[src/common/pab_regs.vh]
// program address banking: register offsets, field positions, vectors
// included by the banking core and its stack; definitions only
`ifndef PAB_REGS_VH
`define PAB_REGS_VH

// register indices; the apb byte address is four times the index
`define PAB_IDX_BANK 8'h04
`define PAB_IDX_TPLO 8'h07
`define PAB_IDX_TBHL 8'h08
`define PAB_IDX_TPHI 8'h1F
`define PAB_IDX_CTRL 8'h40
`define PAB_IDX_STAT 8'h41
`define PAB_IDX_PEND 8'h42
`define PAB_IDX_PTRL 8'h43
`define PAB_IDX_PTRH 8'h44
`define PAB_IDX_DADR 8'h45
`define PAB_IDX_DDAT 8'h46

// bank select field inside the bank selector
`define PAB_BANK_LSB 5
`define PAB_BANK_MSB 7
`define PAB_BANK_RST 8'h00

// vectors, all in bank 0
`define PAB_VEC_RESET 16'h0000
`define PAB_VEC_EXT 16'h0004
`define PAB_VEC_TMR0 16'h0008
`define PAB_VEC_TMR1 16'h000C
`define PAB_VEC_TMR2 16'h0010
`define PAB_VEC_TMR3 16'h0014
`define PAB_VEC_DAC 16'h0018

// table read of the last page fixes the high byte
`define PAB_LAST_PAGE 8'hFF

// stack depth and pointer width
`define PAB_STACK_DEPTH 8
`define PAB_SP_W 4
`define PAB_SP_FULL 4'h8

// sequencer commands (ctrl register bits 3:0)
`define PAB_CMD_W 4
`define PAB_CMD_NONE 4'h0
`define PAB_CMD_STEP 4'h1
`define PAB_CMD_JUMP 4'h2
`define PAB_CMD_CALL 4'h3
`define PAB_CMD_RET 4'h4
`define PAB_CMD_INTERRUPT_RETURN 4'h5
`define PAB_CMD_SKIP 4'h6
`define PAB_CMD_PCL 4'h7
`define PAB_CMD_TRDC 4'h8
`define PAB_CMD_TRDL 4'h9

`define PAB_NUM_IRQ 6
`endif

[src/rtl/pab_core.v]
// program address banking: 16-bit ROM address generator with apb access
// assumes the rom answers in the same cycle as romAddr is presented
//
// The implementer's own choice: register access over APB.
`timescale 1ns/10ps
`include "pab_regs.vh"

// How it works
// - 64K-word ROM, 13-bit pointer, eight banks
// - jump/call: bank bits 7:5 plus 13 code bits
// - full address latched at jump; set bank first
// - interrupts always vector into bank 0
// - interrupt pushes 16 bits; return restores bank
// - reset starts fetch at address zero
// - external or serial interrupt vectors to 004H
// - timer 0/1 overflow vectors 008H/00CH
// - timer 2/3 overflow vectors 010H/014H
// - converter buffer empty vectors to 018H
// - bank field 000 to 111 selects bank
// - table reads: low byte out, high latched
// - table high latch is read only
// - table pointer in two writable bytes
// - table reads take two cycles
// - pointer low-byte write jumps within page
// - met skip discards prefetch, lands plus two
// - full stack holds vector until return

module pab_core (
  input wire sys_clk,
  input wire reset_n,
  input wire psel,
  input wire penable,
  input wire pwrite,
  input wire [31:0] paddr,
  input wire [31:0] pwdata,
  output reg [31:0] prdata,
  output reg pready,
  output reg pslverr,
  input wire [5:0] irqReq,
  input wire [5:0] irqEnable,
  input wire [15:0] romData,
  output reg [15:0] romAddr,
  output reg vectorTaken,
  output reg tableWrite,
  output reg [7:0] tableAddr,
  output reg [7:0] tableData
);
  reg [7:0] bank_reg;
  reg [7:0] tpLo_reg;
  reg [7:0] tpHi_reg;
  reg [7:0] tbh_reg;
  reg [5:0] pend_reg;
  reg [15:0] pc_reg;
  reg [15:0] pc_next;
  reg [12:0] target_reg;
  reg [7:0] dAddr_reg;
  reg [7:0] dData_reg;
  reg [15:0] tblAddr_reg;
  reg [1:0] state_reg;
  reg busy_reg;
  reg tblRd_reg;
  reg [5:0] reqPrev_reg;
  reg [31:0] rdMux;
  reg [`PAB_CMD_W-1:0] cmd;
  reg [15:0] vecAddr;
  reg vecGo;
  reg push;
  reg pop;
  integer k;

  localparam ST_RUN = 2'b00;
  localparam ST_DUMMY = 2'b01;
  localparam ST_TABLE = 2'b10;

  wire [15:0] stackTop;
  wire stackFull;
  wire stackEmpty;
  wire [7:0] addrIdx = paddr[9:2];
  wire setup = psel && !penable;
  wire wrStb = psel && penable && pwrite && pready;
  wire cmdStb = wrStb && (addrIdx == `PAB_IDX_CTRL) && (state_reg == ST_RUN);
  wire [5:0] reqNow = irqReq & irqEnable;
  // flags set on a rising request, so a held level is serviced once
  wire [5:0] reqRise = reqNow & ~reqPrev_reg;
  wire [5:0] pendNow = pend_reg | reqRise;

  pab_ret_stack u_stack (
    .sysClk(sys_clk),
    .resetN(reset_n),
    .push(push),
    .pop(pop),
    .pushAddr(pc_reg),
    .topAddr(stackTop),
    .full(stackFull),
    .empty(stackEmpty)
  );

  // lowest vector address first, the rest stay pending
  always @* begin
    vecAddr = `PAB_VEC_RESET;
    vecGo = 1'b0;
    for (k = `PAB_NUM_IRQ - 1; k >= 0; k = k - 1) begin
      if (pendNow[k]) begin
        vecGo = 1'b1;
        vecAddr = `PAB_VEC_EXT + {11'h000, k[2:0], 2'b00};
      end
    end
  end

  always @* begin
    cmd = cmdStb ? pwdata[`PAB_CMD_W-1:0] : `PAB_CMD_NONE;
    pc_next = pc_reg;
    push = 1'b0;
    pop = 1'b0;
    case (cmd)
      `PAB_CMD_STEP: pc_next = {pc_reg[15:13], pc_reg[12:0] + 13'h0001};
      `PAB_CMD_JUMP: begin
        // bank comes from the selector as it stands now
        pc_next = {bank_reg[`PAB_BANK_MSB:`PAB_BANK_LSB], target_reg};
      end
      `PAB_CMD_CALL: begin
        pc_next = {bank_reg[`PAB_BANK_MSB:`PAB_BANK_LSB], target_reg};
        push = 1'b1;
      end
      `PAB_CMD_RET, `PAB_CMD_INTERRUPT_RETURN: begin
        pc_next = stackTop;
        pop = 1'b1;
      end
      `PAB_CMD_SKIP: pc_next = {pc_reg[15:13], pc_reg[12:0] + 13'h0002};
      `PAB_CMD_PCL: pc_next = {pc_reg[15:8], pwdata[15:8]};
      default: pc_next = pc_reg;
    endcase
    // vectoring only between commands; a full stack withholds it
    if (state_reg == ST_RUN && !cmdStb && vecGo && !stackFull) begin
      pc_next = vecAddr;
      push = 1'b1;
    end
  end

  always @* begin
    case (addrIdx)
      `PAB_IDX_BANK: rdMux = {24'h000000, bank_reg};
      `PAB_IDX_TPLO: rdMux = {24'h000000, tpLo_reg};
      `PAB_IDX_TBHL: rdMux = {24'h000000, tbh_reg};
      `PAB_IDX_TPHI: rdMux = {24'h000000, tpHi_reg};
      `PAB_IDX_CTRL: rdMux = 32'h00000000;
      `PAB_IDX_STAT: rdMux = {27'h0000000, stackEmpty, stackFull, busy_reg,
                              state_reg};
      `PAB_IDX_PEND: rdMux = {26'h0000000, pend_reg};
      `PAB_IDX_PTRL: rdMux = {16'h0000, pc_reg};
      `PAB_IDX_PTRH: rdMux = {19'h00000, target_reg};
      `PAB_IDX_DADR: rdMux = {24'h000000, dAddr_reg};
      `PAB_IDX_DDAT: rdMux = {24'h000000, dData_reg};
      default: rdMux = 32'h00000000;
    endcase
  end

  // apb slave: no wait states, unmapped addresses flag an error
  always @(posedge sys_clk or negedge reset_n) begin
    if (!reset_n) begin
      pready <= 1'b0;
      pslverr <= 1'b0;
      prdata <= 32'h00000000;
    end else begin
      pready <= setup;
      pslverr <= 1'b0;
      if (setup) begin
        prdata <= pwrite ? 32'h00000000 : rdMux;
        case (addrIdx)
          `PAB_IDX_BANK, `PAB_IDX_TPLO, `PAB_IDX_TPHI, `PAB_IDX_CTRL,
          `PAB_IDX_STAT, `PAB_IDX_PEND, `PAB_IDX_PTRL, `PAB_IDX_PTRH,
          `PAB_IDX_DADR, `PAB_IDX_DDAT: pslverr <= 1'b0;
          `PAB_IDX_TBHL: pslverr <= pwrite;
          default: pslverr <= 1'b1;
        endcase
      end
    end
  end

  always @(posedge sys_clk or negedge reset_n) begin
    if (!reset_n) begin
      bank_reg <= `PAB_BANK_RST;
      tpLo_reg <= 8'h00;
      tpHi_reg <= 8'h00;
      target_reg <= 13'h0000;
      dAddr_reg <= 8'h00;
    end else if (wrStb) begin
      case (addrIdx)
        `PAB_IDX_BANK: bank_reg <= pwdata[7:0];
        `PAB_IDX_TPLO: tpLo_reg <= pwdata[7:0];
        `PAB_IDX_TPHI: tpHi_reg <= pwdata[7:0];
        `PAB_IDX_PTRH: target_reg <= pwdata[12:0];
        `PAB_IDX_DADR: dAddr_reg <= pwdata[7:0];
        default: bank_reg <= bank_reg;
      endcase
    end
  end

  // pending flags: a new request wins over the clear on vectoring
  always @(posedge sys_clk or negedge reset_n) begin
    if (!reset_n) begin
      pend_reg <= 6'h00;
      reqPrev_reg <= 6'h00;
    end else begin
      reqPrev_reg <= reqNow;
      if (state_reg == ST_RUN && !cmdStb && vecGo && !stackFull) begin
        // a fresh edge on an already set flag survives its clear
        pend_reg <= (pendNow & ~(pendNow & ~(pendNow - 6'h01)))
                    | (reqRise & pend_reg);
      end else begin
        pend_reg <= pendNow;
      end
    end
  end

  // sequencer: control transfer, skip and table reads take a dummy cycle
  always @(posedge sys_clk or negedge reset_n) begin
    if (!reset_n) begin
      pc_reg <= `PAB_VEC_RESET;
      romAddr <= `PAB_VEC_RESET;
      state_reg <= ST_RUN;
      busy_reg <= 1'b0;
      vectorTaken <= 1'b0;
      tableWrite <= 1'b0;
      tableAddr <= 8'h00;
      tableData <= 8'h00;
      tbh_reg <= 8'h00;
      dData_reg <= 8'h00;
      tblAddr_reg <= 16'h0000;
      tblRd_reg <= 1'b0;
    end else begin
      vectorTaken <= 1'b0;
      tableWrite <= 1'b0;
      case (state_reg)
        ST_RUN: begin
          pc_reg <= pc_next;
          romAddr <= pc_next;
          if (push && !cmdStb) begin
            vectorTaken <= 1'b1;
          end
          if (cmd == `PAB_CMD_TRDC) begin
            tblAddr_reg <= {tpHi_reg, tpLo_reg};
            state_reg <= ST_TABLE;
            busy_reg <= 1'b1;
          end else if (cmd == `PAB_CMD_TRDL) begin
            tblAddr_reg <= {`PAB_LAST_PAGE, tpLo_reg};
            state_reg <= ST_TABLE;
            busy_reg <= 1'b1;
          end else if (pc_next != pc_reg && cmd != `PAB_CMD_STEP) begin
            state_reg <= ST_DUMMY;
            busy_reg <= 1'b1;
          end
        end
        ST_TABLE: begin
          // first cycle of the read: rom gets the table address for the next cycle
          romAddr <= tblAddr_reg;
          tblRd_reg <= 1'b1;
          state_reg <= ST_DUMMY;
        end
        ST_DUMMY: begin
          // own flag: a table word at the pointer's address still lands
          if (tblRd_reg) begin
            tableWrite <= 1'b1;
            tableAddr <= dAddr_reg;
            tableData <= romData[7:0];
            dData_reg <= romData[7:0];
            tbh_reg <= romData[15:8];
          end
          romAddr <= pc_reg;
          state_reg <= ST_RUN;
          busy_reg <= 1'b0;
          tblRd_reg <= 1'b0;
        end
        default: state_reg <= ST_RUN;
      endcase
    end
  end
endmodule

[src/rtl/pab_ret_stack.v]
// program address banking: 8-level return stack of 16-bit addresses
// assumes push and pop are never asked in the same cycle
`timescale 1ns/10ps
`include "pab_regs.vh"

module pab_ret_stack (
  input wire sysClk,
  input wire resetN,
  input wire push,
  input wire pop,
  input wire [15:0] pushAddr,
  output wire [15:0] topAddr,
  output wire full,
  output wire empty
);
  reg [15:0] mem [0:`PAB_STACK_DEPTH-1];
  reg [`PAB_SP_W-1:0] sp_reg;
  integer i;

  assign full = (sp_reg == `PAB_SP_FULL);
  assign empty = (sp_reg == {`PAB_SP_W{1'b0}});
  assign topAddr = empty ? 16'h0000 : mem[sp_reg[2:0] - 3'h1];

  always @(posedge sysClk or negedge resetN) begin
    if (!resetN) begin
      sp_reg <= {`PAB_SP_W{1'b0}};
      for (i = 0; i < `PAB_STACK_DEPTH; i = i + 1) begin
        mem[i] <= 16'h0000;
      end
    end else if (push && !full) begin
      mem[sp_reg[2:0]] <= pushAddr;
      sp_reg <= sp_reg + 4'h1;
    end else if (pop && !empty) begin
      sp_reg <= sp_reg - 4'h1;
    end
  end
endmodule

[config.mk]
export PLATFORM = sky130hd
export DESIGN_NAME = pab_core
export DESIGN_NICKNAME = d
export VERILOG_FILES = /design/src/rtl/pab_core.v /design/src/rtl/pab_ret_stack.v
export VERILOG_INCLUDE_DIRS = /design/src /design/src/common
export SDC_FILE = /design/constraint.sdc
export NUM_CORES = 1
export LEC_CHECK = 0
export ABC_CLOCK_PERIOD_IN_PS = 3800
export BUFFER_PORTS_ARGS = -buffer_cell sky130_fd_sc_hd__buf_2
export CAP_MARGIN = 0
export CORE_ASPECT_RATIO = 1.1
export CORE_MARGIN = 4
export CORE_UTILIZATION = 53
export DETAILED_ROUTE_END_ITERATION = 16
export GPL_ROUTABILITY_DRIVEN = 0
export GPL_TIMING_DRIVEN = 0
export PLACE_DENSITY = 0.76
export SYNTH_ARGS = -nofsm -noshare
export SYNTH_HDL_FRONTEND = slang
export SYNTH_SLANG_ARGS = --single-unit
[constraint.sdc]
create_clock -name sys_clk -period 3.8 [get_ports sys_clk]
set_clock_uncertainty 0.05 [all_clocks]
set_input_delay 0.57 -clock sys_clk [delete_from_list [all_inputs] [get_ports sys_clk]]
set_output_delay 0.57 -clock sys_clk [all_outputs]
set_load 0.01 [all_outputs]
Word-level counts from Yosys, hierarchy flattened --
Cells that the tools add are included.
Operators by class: reduce and logical (&&, ||, !) cells 36, equality and inequality tests 26, add/sub/neg operators 6, mux-type cells 48, order comparisons 3, bitwise operators 12
Operators with widths (count):
- 2-to-1 mux 16 bit | 10
- case mux 16 bit (10 select lines) | 1
- bitwise mux 128 bit | 1
- case mux 16 bit (5 select lines) | 1
- equality test 8 x 7 -> 1 bit (second input constant) | 7
- binary-select mux 16 bit (select 3 bit) | 1
- demux 16 bit (select 3 bit) | 1
- case mux 16 bit (3 select lines) | 1
- 2-to-1 mux 32 bit | 1
- AND 6 bit | 5
- NOT 6 bit | 3
- 2-to-1 mux 1 bit | 17
- equality test 4 x 3 -> 1 bit (second input constant) | 4
- equality test 8 x 3 -> 1 bit (second input constant) | 2
- != test 16 bit | 1
- AND reduction 2 bit | 8
- 2-to-1 mux 5 bit | 3
- logical AND 1 bit | 14
- adder 13 x 1 -> 13 bit (second input constant) | 1
- adder 13 x 2 -> 13 bit (second input constant) | 1
- equality test 4 bit (second input constant) | 3
- 2-to-1 mux 4 bit | 3
- OR 6 bit | 2
- OR reduction 10 bit | 1
- 24 further kinds | 39
Storage, ports and cells: logic and storage cells 161, input port bits 97, output and inout bits 68, bits in registers 301

Logic depth before layout (Yosys ltp) --
Gate-level depths: netlist of the first run.
depth in word-level cells 18, depth in mapped cells 16, gate-level depth less buffers 13

By module --
Synthesis of the first run repeated with hierarchy kept, for this count alone.
Unflattened totals: cell total of the unflattened synthesis 1281, area, all modules 14915.6 µm²
By module, submodules not included:
- pab_core | cells an instance 874, times used 1, area an instance 8654.6 µm²
- pab_ret_stack | cells an instance 407, times used 1, area an instance 6261.0 µm²

Worst setup path before layout of the first run --
OpenSTA, ideal clock, no wires.
path kind reg2reg, start point register u_stack.sp_reg[0], end point register busy_reg, library setup time 0.087 ns, arrival time 3.515 ns, buffers on the path 3, required time 3.663 ns, clock period less this slack 3.652 ns, slack 0.148 ns, cell stages (with the launch flop) 16, cells stage by stage dfrtp_1 clkbuf_1 inv_2 ha_1 clkbuf_1 clkbuf_1 mux4_2 mux2_2 nand3_1 o311a_1 mux2i_1 o211ai_1 and4b_1 nand2_1 a211o_1 o211ai_1
Between the ends: cells in the longest elaborated chain, start to end 12, elaborated cells between the ends (all ways) 16, those cells by class add/sub (1); eq/ne (3); mux (6); bitwise (1); reduce/logical (5)
RTL lines:
- from (decl) | line pab_ret_stack.v:17 | reg [`PAB_SP_W-1:0] sp_reg;
- from (signal assigned) | line pab_ret_stack.v:26 | sp_reg <= {`PAB_SP_W{1'b0}};
- from (signal assigned) | line pab_ret_stack.v:32 | sp_reg <= sp_reg + 4'h1;
- from (signal assigned) | line pab_ret_stack.v:34 | sp_reg <= sp_reg - 4'h1;
- subtractor 3 x 1 -> 3 bit | line pab_ret_stack.v:22 | assign topAddr = empty ? 16'h0000 : mem[sp_reg[2:0] - 3'h1];
- NOT 3 -> 4 bit (implied by the code) | line pab_ret_stack.v:22
- binary-select mux 16 bit (select 3 bit) | line pab_ret_stack.v:22
- 2-to-1 mux 16 bit (implied by the code) (2 in series) | line pab_ret_stack.v:22
- 2-to-1 mux 16 bit | line pab_ret_stack.v:22
- case mux 16 bit (5 select lines) | line pab_core.v:115 | case (cmd)
- 2-to-1 mux 16 bit (*) | line pab_core.v:134 | if (state_reg == ST_RUN && !cmdStb && vecGo && !stackFull) begin
- != test 16 bit (*) | line pab_core.v:249 | end else if (pc_next != pc_reg && cmd != `PAB_CMD_STEP) begin
- logical AND 1 bit (no line) (*)
- != test 4 x 1 -> 1 bit (no line) (*)
- AND reduction 2 bit (no line) (*)
- to (signal assigned) | line pab_core.v:244 | busy_reg <= 1'b1;
- to (signal assigned) | line pab_core.v:248 | busy_reg <= 1'b1;
- to (signal assigned) | line pab_core.v:251 | busy_reg <= 1'b1;
- to (decl) | line pab_core.v:60 | reg busy_reg;
Every way passes the cells marked *; elsewhere a longest branch is shown, timed or not. The select of a mux whose other input is x is not followed. A chain may end at the register's enable or synchronous reset.

Final worst setup path of the first run --
start point register state_reg[0], end point register busy_reg
Between the ends: cells in the longest elaborated chain, start to end 11, elaborated cells between the ends (all ways) 30, those cells by class eq/ne (13); mux (6); reduce/logical (11)
RTL lines:
- from (decl) | line pab_core.v:59 | reg [1:0] state_reg;
- from (signal assigned) | line pab_core.v:221 | state_reg <= ST_RUN;
- from (signal assigned) | line pab_core.v:243 | state_reg <= ST_TABLE;
- from (signal assigned) | line pab_core.v:247 | state_reg <= ST_TABLE;
- logical NOT 2 bit | line pab_core.v:81, pab_core.v:134, pab_core.v:234
- logical AND 1 bit | line pab_core.v:81 | wire cmdStb = wrStb && (addrIdx == `PAB_IDX_CTRL) && (state_reg == ST_RUN);
- 2-to-1 mux 4 bit (no line) or logical NOT 1 bit (tied branches)
- equality test 4 x 3 -> 1 bit, or another cell as far along | line pab_core.v:115
- OR reduction 2 bit, or another cell as far along | line pab_core.v:115
- case mux 16 bit (5 select lines) or logical AND 1 bit (tied branches) | line pab_core.v:115, pab_core.v:134
- 2-to-1 mux 16 bit | line pab_core.v:134
- != test 16 bit | line pab_core.v:249
- logical AND 1 bit (no line)
- != test 4 x 1 -> 1 bit (no line)
- AND reduction 2 bit (no line)
Parallel ways exist; a longest one is shown, timed or not.

==> results of run 1 <==
## worst register-to-register path, cell delays in order, from the launching register on
cell	delay (ps)
dfrtp_1	460
inv_1	110
ha_1	200
clkbuf_4	250
nor4b_4	260
and4_2	310
clkbuf_4	240
nand2_1	130
o311a_1	410
mux2i_1	160
o211ai_1	270
and4b_1	350
nand2_1	150
a211o_1	350
o211ai_1	100
## stage by stage
step | cell area (um^2) | instances | hold slack [ps]
global route | 16900 | 1831 | 189
global placement | 15500 | 1761 | 401
finish | 16900 | 1832 | 187
floorplan | 14500 | 1297 | 224
CTS | 16700 | 1823 | 176
detailed placement | 15600 | 1764 | 405
## Yosys cell counts, drive strengths merged, types with 7 or more instances
| library cell | count | share of area |
|---|---|---|
| a21o | 11 | 0.0057 |
| o21ai | 68 | 0.024 |
| nor4 | 18 | 0.0099 |
| a21oi | 27 | 0.010 |
| mux4 | 19 | 0.030 |
| xnor2 | 12 | 0.0073 |
| ha | 9 | 0.0078 |
| nand4 | 16 | 0.0069 |
| nor3 | 19 | 0.0097 |
| and3b | 8 | 0.0049 |
| and2 | 12 | 0.0052 |
| a31oi | 9 | 0.0039 |
| nor2 | 61 | 0.016 |
| a32oi | 11 | 0.0067 |
| a222oi | 18 | 0.012 |
| buf | 40 | 0.018 |
| a22oi | 25 | 0.013 |
| dfrtp | 285 | 0.49 |
| a22o | 13 | 0.0079 |
| inv | 18 | 0.0047 |
| or2 | 7 | 0.0030 |
| mux2i | 24 | 0.017 |
| nand3 | 18 | 0.0062 |
| nand2 | 162 | 0.043 |
| a211oi | 7 | 0.0036 |
| clkbuf | 63 | 0.016 |
| mux2 | 189 | 0.15 |
## cell families after synthesis
family,after synthesis
fa+ha+maj,16
flops,285
buf+inv,121
other cells,1
xor+xnor,14
mux,232
compound gates,247
simple gates,366
## area by class of cell
| cell class | count | share of cell area |
|---|---|---|
| Antenna cell | 1 | 0.000148 |
| Buffer | 101 | 0.0308 |
| Clock buffer | 46 | 0.0522 |
| Clock inverter | 7 | 0.00534 |
| Inverter | 18 | 0.00445 |
| Multi-Input combinational cell | 891 | 0.414 |
| Sequential cell | 285 | 0.423 |
| Tap cell | 357 | 0.0265 |
| Timing Repair Buffer | 126 | 0.0441 |
## where the power goes
part / internal, uW / total [uW] / leakage (uW) / switching [uW]
combinational: 1620 / 4000 / 0.00355 / 2380
clock: 1710 / 2910 / 0.000472 / 1200
sequential: 3430 / 3740 / 0.00384 / 313
total: 6760 / 10700 / 0.00786 / 3900
## repair_timing
action                     4_1_cts  5_1_grt
hold endpoints to repair        42        0
setup buffers                    7        8
pin swaps                        4        4
gates resized for setup         29       29
hold buffers                     1        0
setup endpoints to repair       69       28
## layout by cell type (no fill, tap or decap), types with 5 or more instances in the layout
| master | count |
|---|---|
| mux4_2 | 19 |
| a22o_1 | 13 |
| nand4_1 | 16 |
| mux2_2 | 189 |
| xnor2_1 | 11 |
| buf_2 | 111 |
| ha_1 | 8 |
| mux2i_1 | 22 |
| maj3_1 | 6 |
| nor4_1 | 15 |
| a31oi_1 | 9 |
| o211ai_1 | 6 |
| and3b_1 | 8 |
| conb_1 | 16 |
| a21o_1 | 11 |
| a21oi_1 | 26 |
| a32oi_1 | 11 |
| nand3b_1 | 6 |
| inv_1 | 17 |
| or2_2 | 5 |
| clkbuf_8 | 9 |
| dfrtp_1 | 284 |
| nor2b_1 | 5 |
| clkbuf_16 | 29 |
| a211oi_1 | 6 |
| nor3_1 | 15 |
| nand3_1 | 18 |
| nand2_1 | 157 |
| a22oi_1 | 25 |
| nor2_1 | 58 |
| and2_1 | 12 |
| or3_1 | 6 |
| clkbuf_1 | 66 |
| a222oi_1 | 18 |
| buf_4 | 40 |
| o21ai_0 | 65 |
## per-layer routing
layer | track usage | up-vias
li1 | - | 5051
met1 | 0.380 | 5684
met2 | 0.460 | 692
met3 | 0.0691 | 186
met4 | 0.170 | 2
met5 | 0 | -
## worst paths after layout
kind                                   start             end  depth (start not counted)
worst max-delay path            state_reg[0]        busy_reg                         14
worst min-delay path            irqEnable[3]  reqPrev_reg[3]                          2
worst max register to register  state_reg[0]        busy_reg                         14
worst min register to register    prdata[10]      prdata[10]                          2
max in group asynchronous            reset_n      tbh_reg[7]                          3
min in group asynchronous            reset_n      pc_reg[12]                          2
==> run summary, run 1 <==
Run status = complete, but fails checks
Failing checks = setup timing
Fill cells = 2133
Pleak = 0.00786 uW
Root Driver = clkbuf_16
Max-slew headroom = 0.306
Most flops, register = u_stack.mem
Port Buf Inserts = 107
Total power = 10700 uW
Worst EP required = 4210 ps
Total grt overflow = 0
Wire length per cell = 24.2 um
RSZ-0062 raised after global routing = yes
Synth Area in Simple Gates = 0.128
Initial core utilization = 0.537
First-pass GRT wire length = 68.4 mm
Ys Warns = 0
Register area share after synthesis = 0.494
Final ANT Viol Nets = 0
Die ar. = 30000 um^2
Post-Route M1 WL = 16.2 mm
CTS clock-pin slew for the worst setup and hold paths = 60 ps
Post-Syn Area = 14400 um^2
Area of the multi-input gates = 6970 um^2
Ys flop type = dfrtp_1
Largest register FFs = 128
Min Clock Period, post-route = 3880 ps
Achievable Freq = 257 MHz
DR WL met2 = 20.4 mm
Number of cell rows = 63
Total negative setup slack = -90.3 ps
Slowest-stage cell, CP = dfrtp_1
Crit path kind = reg2reg
Seq cells post-synth = 285
PD cells = 632 nW/um^2
Max-cap viol count = 0
Top Layer Used = met5
Crit-path max cell delay = 460 ps
Delay-heaviest family, CP = simple AND/OR/NAND/NOR gates
Met3 wire len = 4.36 mm
Peak supply drop = 436 uV
Crit path capture type = flop
XOR/XNOR Fraction of Synth Area = 0.00849
Critical-path cell list = inv_1, ha_1, clkbuf_4, nor4b_4, and4_2, clkbuf_4, nand2_1, o311a_1, mux2i_1, o211ai_1, and4b_1, nand2_1, a211o_1, o211ai_1
Post-Synth Adder-Cell Area = 0.0133
Worst Tran Pin Value = 1030 ps
DIE WIDTH = 165 um
Hold Fails Final Rpt = 0
Fin nets = 1559
CP Data Arrival Time = 4290 ps
Place WS = -1220 ps
Final worst path period share = 1.02
Main combinational cell family by area after synthesis = multiplexers
Antenna violations before repair = 2
Post-synth EDFFs = 0
Max Buffers Root-to-Sink = 3
Post-Syn Instances = 1282
Share of flip-flops with an asynchronous set or reset = 1.00
Core footprint = 26900 um^2
Buf/Inv on CP = 3
Area Growth Syn to Fin = 16.8%
DRT Pass-1 Iters = 7
Vias per inst = 6.34
Sink Count = 285
Vias = 11600
Die H = 181 um
Fin. max-slew vios = 0
Largest net degree at the start of global routing = 124
Util after Layout = 0.627
Crit-path max FO = 10
GRT Resource Usage Total = 0.296
I/O pin total = 165
Vias in the first global route = 11700
Complex-gate fraction of the synthesized area = 0.123
Worst-Skew Late Latency = 550 ps
TritonCTS buffer count = 29
HP Class = in2reg
Syn_area_per_cell = 11.3 um^2
Reg2reg setup slack = -80 ps
# DRC = 0
Post-synthesis mux area share = 0.194
WL final = 44.4 mm
Register area = 7130 um^2
Final setup margin = -85.0 ps
Netlist cell types = 88
CTS tree = built
Setup Viol. Count Final = 2
Layout cells sized above 1 = 0.317
Startpoint Class = flop
H-tree depth = 1
Detailed Place HPWL = 31.9 mm
Number of DRC markers in iteration 0 = 1311
No activity file was read; power rests on OpenSTA's default activity.
==> run 2, diff against run 1 <==
--- a/config.mk
+++ b/config.mk
@@ -14,2 +14,3 @@
 export CORE_UTILIZATION = 53
+export CTS_BUF_LIST = sky130_fd_sc_hd__clkbuf_4 sky130_fd_sc_hd__clkbuf_8 sky130_fd_sc_hd__clkbuf_16
 export DETAILED_ROUTE_END_ITERATION = 16
--- a/constraint.sdc
+++ b/constraint.sdc
@@ -4,2 +4,2 @@
 set_output_delay 0.57 -clock sys_clk [all_outputs]
-set_load 0.01 [all_outputs]
+set_load 0.05 [all_outputs]
==> run 2 against run 1 <==
Global-route usage down 0.064 points. Final area up 0.36%. The run now ends clean. Sequential cell count unchanged. Register-to-register slack better by 130 ps.
==> run summary, run 2 (same netlist as run 1, synthesis figures left out) <==
Run status = finished clean
Worst-Skew Late Latency = 550 ps (about the same)
Initial core utilization = 0.537 (unchanged)
Max-slew headroom = 0.310 (+0.00458)
WL final = 44.6 mm (+0.45%)
Max-cap viol count = 0 (unchanged)
Final ANT Viol Nets = 0 (unchanged)
Peak supply drop = 697 uV (+60%)
Fin nets = 1561 (+0.13%)
Die ar. = 30000 um^2 (unchanged)
CTS tree = built
Crit-path max FO = 10 (unchanged)
Total power = 11200 uW (+5.5%)
Sink Count = 285 (unchanged)
Fin. max-slew vios = 0 (unchanged)
Setup Viol. Count Final = 0 (-2)
Fill cells = 2122 (-0.52%)
DIE WIDTH = 165 um (unchanged)
HP Class = in2reg
H-tree depth = 1 (unchanged)
Total grt overflow = 0 (unchanged)
Register area = 7130 um^2 (unchanged)
Diode count = 0 (-1)
Final worst path period share = 0.987 (-0.0350)
Core footprint = 26900 um^2 (unchanged)
CP Data Arrival Time = 4160 ps (-130 ps)
Die H = 181 um (unchanged)
Port Buf Inserts = 107 (unchanged)
Area Growth Syn to Fin = 17.2%
Commonest non-fill, non-tap cell in the layout = dfrtp_1
I/O pin total = 165 (unchanged)
Slowest-stage cell, CP = dfrtp_1
Vias in the first global route = 11700 (+0.27%)
Crit-path max cell delay = 460 ps (about the same)
Number of DRC markers in iteration 0 = 1216 (-7.2%)
Startpoint Class = flop
Layout cells sized above 1 = 0.322 (+0.00567)
Final setup margin = 48.1 ps (+133 ps)
Commonest cells after routing, fill and taps aside = 284 x dfrtp_1, 189 x mux2_2, 158 x nand2_1
Detailed Place HPWL = 31.9 mm (unchanged)
Total negative setup slack = 0 ps (+90.3 ps)
Min Clock Period, post-route = 3750 ps (-133 ps)
Crit path kind = reg2reg
Most flops, register = u_stack.mem
Worst Tran Pin Value = 1030 ps (-6.82 ps)
Max Buffers Root-to-Sink = 3 (unchanged)
Achievable Freq = 267 MHz (+3.5%)
Vias per inst = 6.40 (+1.0%)
Place WS = -1220 ps (unchanged)
# DRC = 0 (unchanged)
DRT Pass-1 Iters = 7 (unchanged)
Area of the multi-input gates = 6980 um^2 (about the same)
Worst EP required = 4210 ps (about the same)
Critical-path cell list = inv_1, ha_2, buf_6, nor4b_4, and4_2, clkbuf_4, nand2_1, o311a_1, mux2i_1, o211ai_1, and4b_1, nand2_1, a211o_1, o211ai_1
Hold Fails Final Rpt = 0 (unchanged)
Wire length per cell = 24.3 um (+0.39%)
Finished Layout Cells = 1833 (+0.055%)
CTS clock-pin slew for the worst setup and hold paths = 60 ps (about the same)
Inst Count DP = 1764 (unchanged)
Root Driver = clkbuf_16
Vias = 11700 (+1.1%)
Crit path capture type = flop
Largest net degree at the start of global routing = 124 (unchanged)
PD cells = 665 nW/um^2 (+5.1%)
Pleak = 0.00790 uW (+0.50%)
TritonCTS buffer count = 29 (unchanged)
Largest register FFs = 128 (unchanged)
GRT Resource Usage Total = 0.296 (-0.000642)
Antenna violations before repair = 2 (unchanged)
First-pass GRT wire length = 68.4 mm (about the same)
Number of cell rows = 63 (unchanged)
-- run 2: cell types whose count changed in the layout (fill, tap and decap cells not counted), sizes merged --
cell / change
buf: +2
diode: -1
-- run 2: layer usage --
metal | GRT usage | vias to the layer above | routed length (um)
li1 | - | 5057 | -
met1 | 0.376 | 5797 | 16500
met2 | 0.459 | 687 | 20600
met3 | 0.0678 | 195 | 3980
met4 | 0.178 | 4 | 3450
met5 | 0 | - | 15
-- run 2: repair_timing --
action                                  CTS  global route
hold endpoints to repair                 42             0
hold buffers                              1             0
endpoints found under the setup margin   70            39
setup buffers                             8             9
pin swaps                                 4             5
resized for setup                        28            30
-- run 2: final cells by class --
class	count	share of cell area
tap	357	0.0264
sequential	285	0.421
inverter	18	0.00429
buffer	101	0.0309
clock buffer	46	0.0537
multi-input combinational	891	0.412
timing repair buffer	128	0.0455
clock inverter	7	0.00532
-- run 2: critical path: cells and delay by family (launching register included) --
kind	cells	cell delay (ps)
mux	1	170
compound gates	4	1090
buf+inv	3	530
fa+ha+maj	1	230
simple gates	5	1140
flops	1	460
-- run 2: report_power, final --
group          total [uW]  switching [uW]  internal, uW
sequential           3730             299          3430
combinational        4550            2890          1660
clock                2970            1200          1770
total               11200            4390          6860
-- run 2: worst paths after layout --
kind | start | to | slack, ps | cells after the start
setup / recovery | state_reg[0] | busy_reg | 50 | 14
hold / removal | irqEnable[3] | reqPrev_reg[3] | 190 | 2
setup reg to reg | state_reg[0] | busy_reg | 50 | 14
hold reg to reg | prdata[10] | prdata[10] | 410 | 2
max in group asynchronous | reset_n | pready | 2290 | 3
min in group asynchronous | reset_n | u_stack.mem[97] | 480 | 2
-- run 2: metrics by stage --
stage,instance area (um^2),hold WS (ps),util
2_1_floorplan,14500,224,-
3_3_place_gp,15500,401,0.576
3_5_place_dp,15600,405,0.579
4_1_cts,16700,179,0.622
5_1_grt,16900,190,0.630
6_report,16900,190,0.630
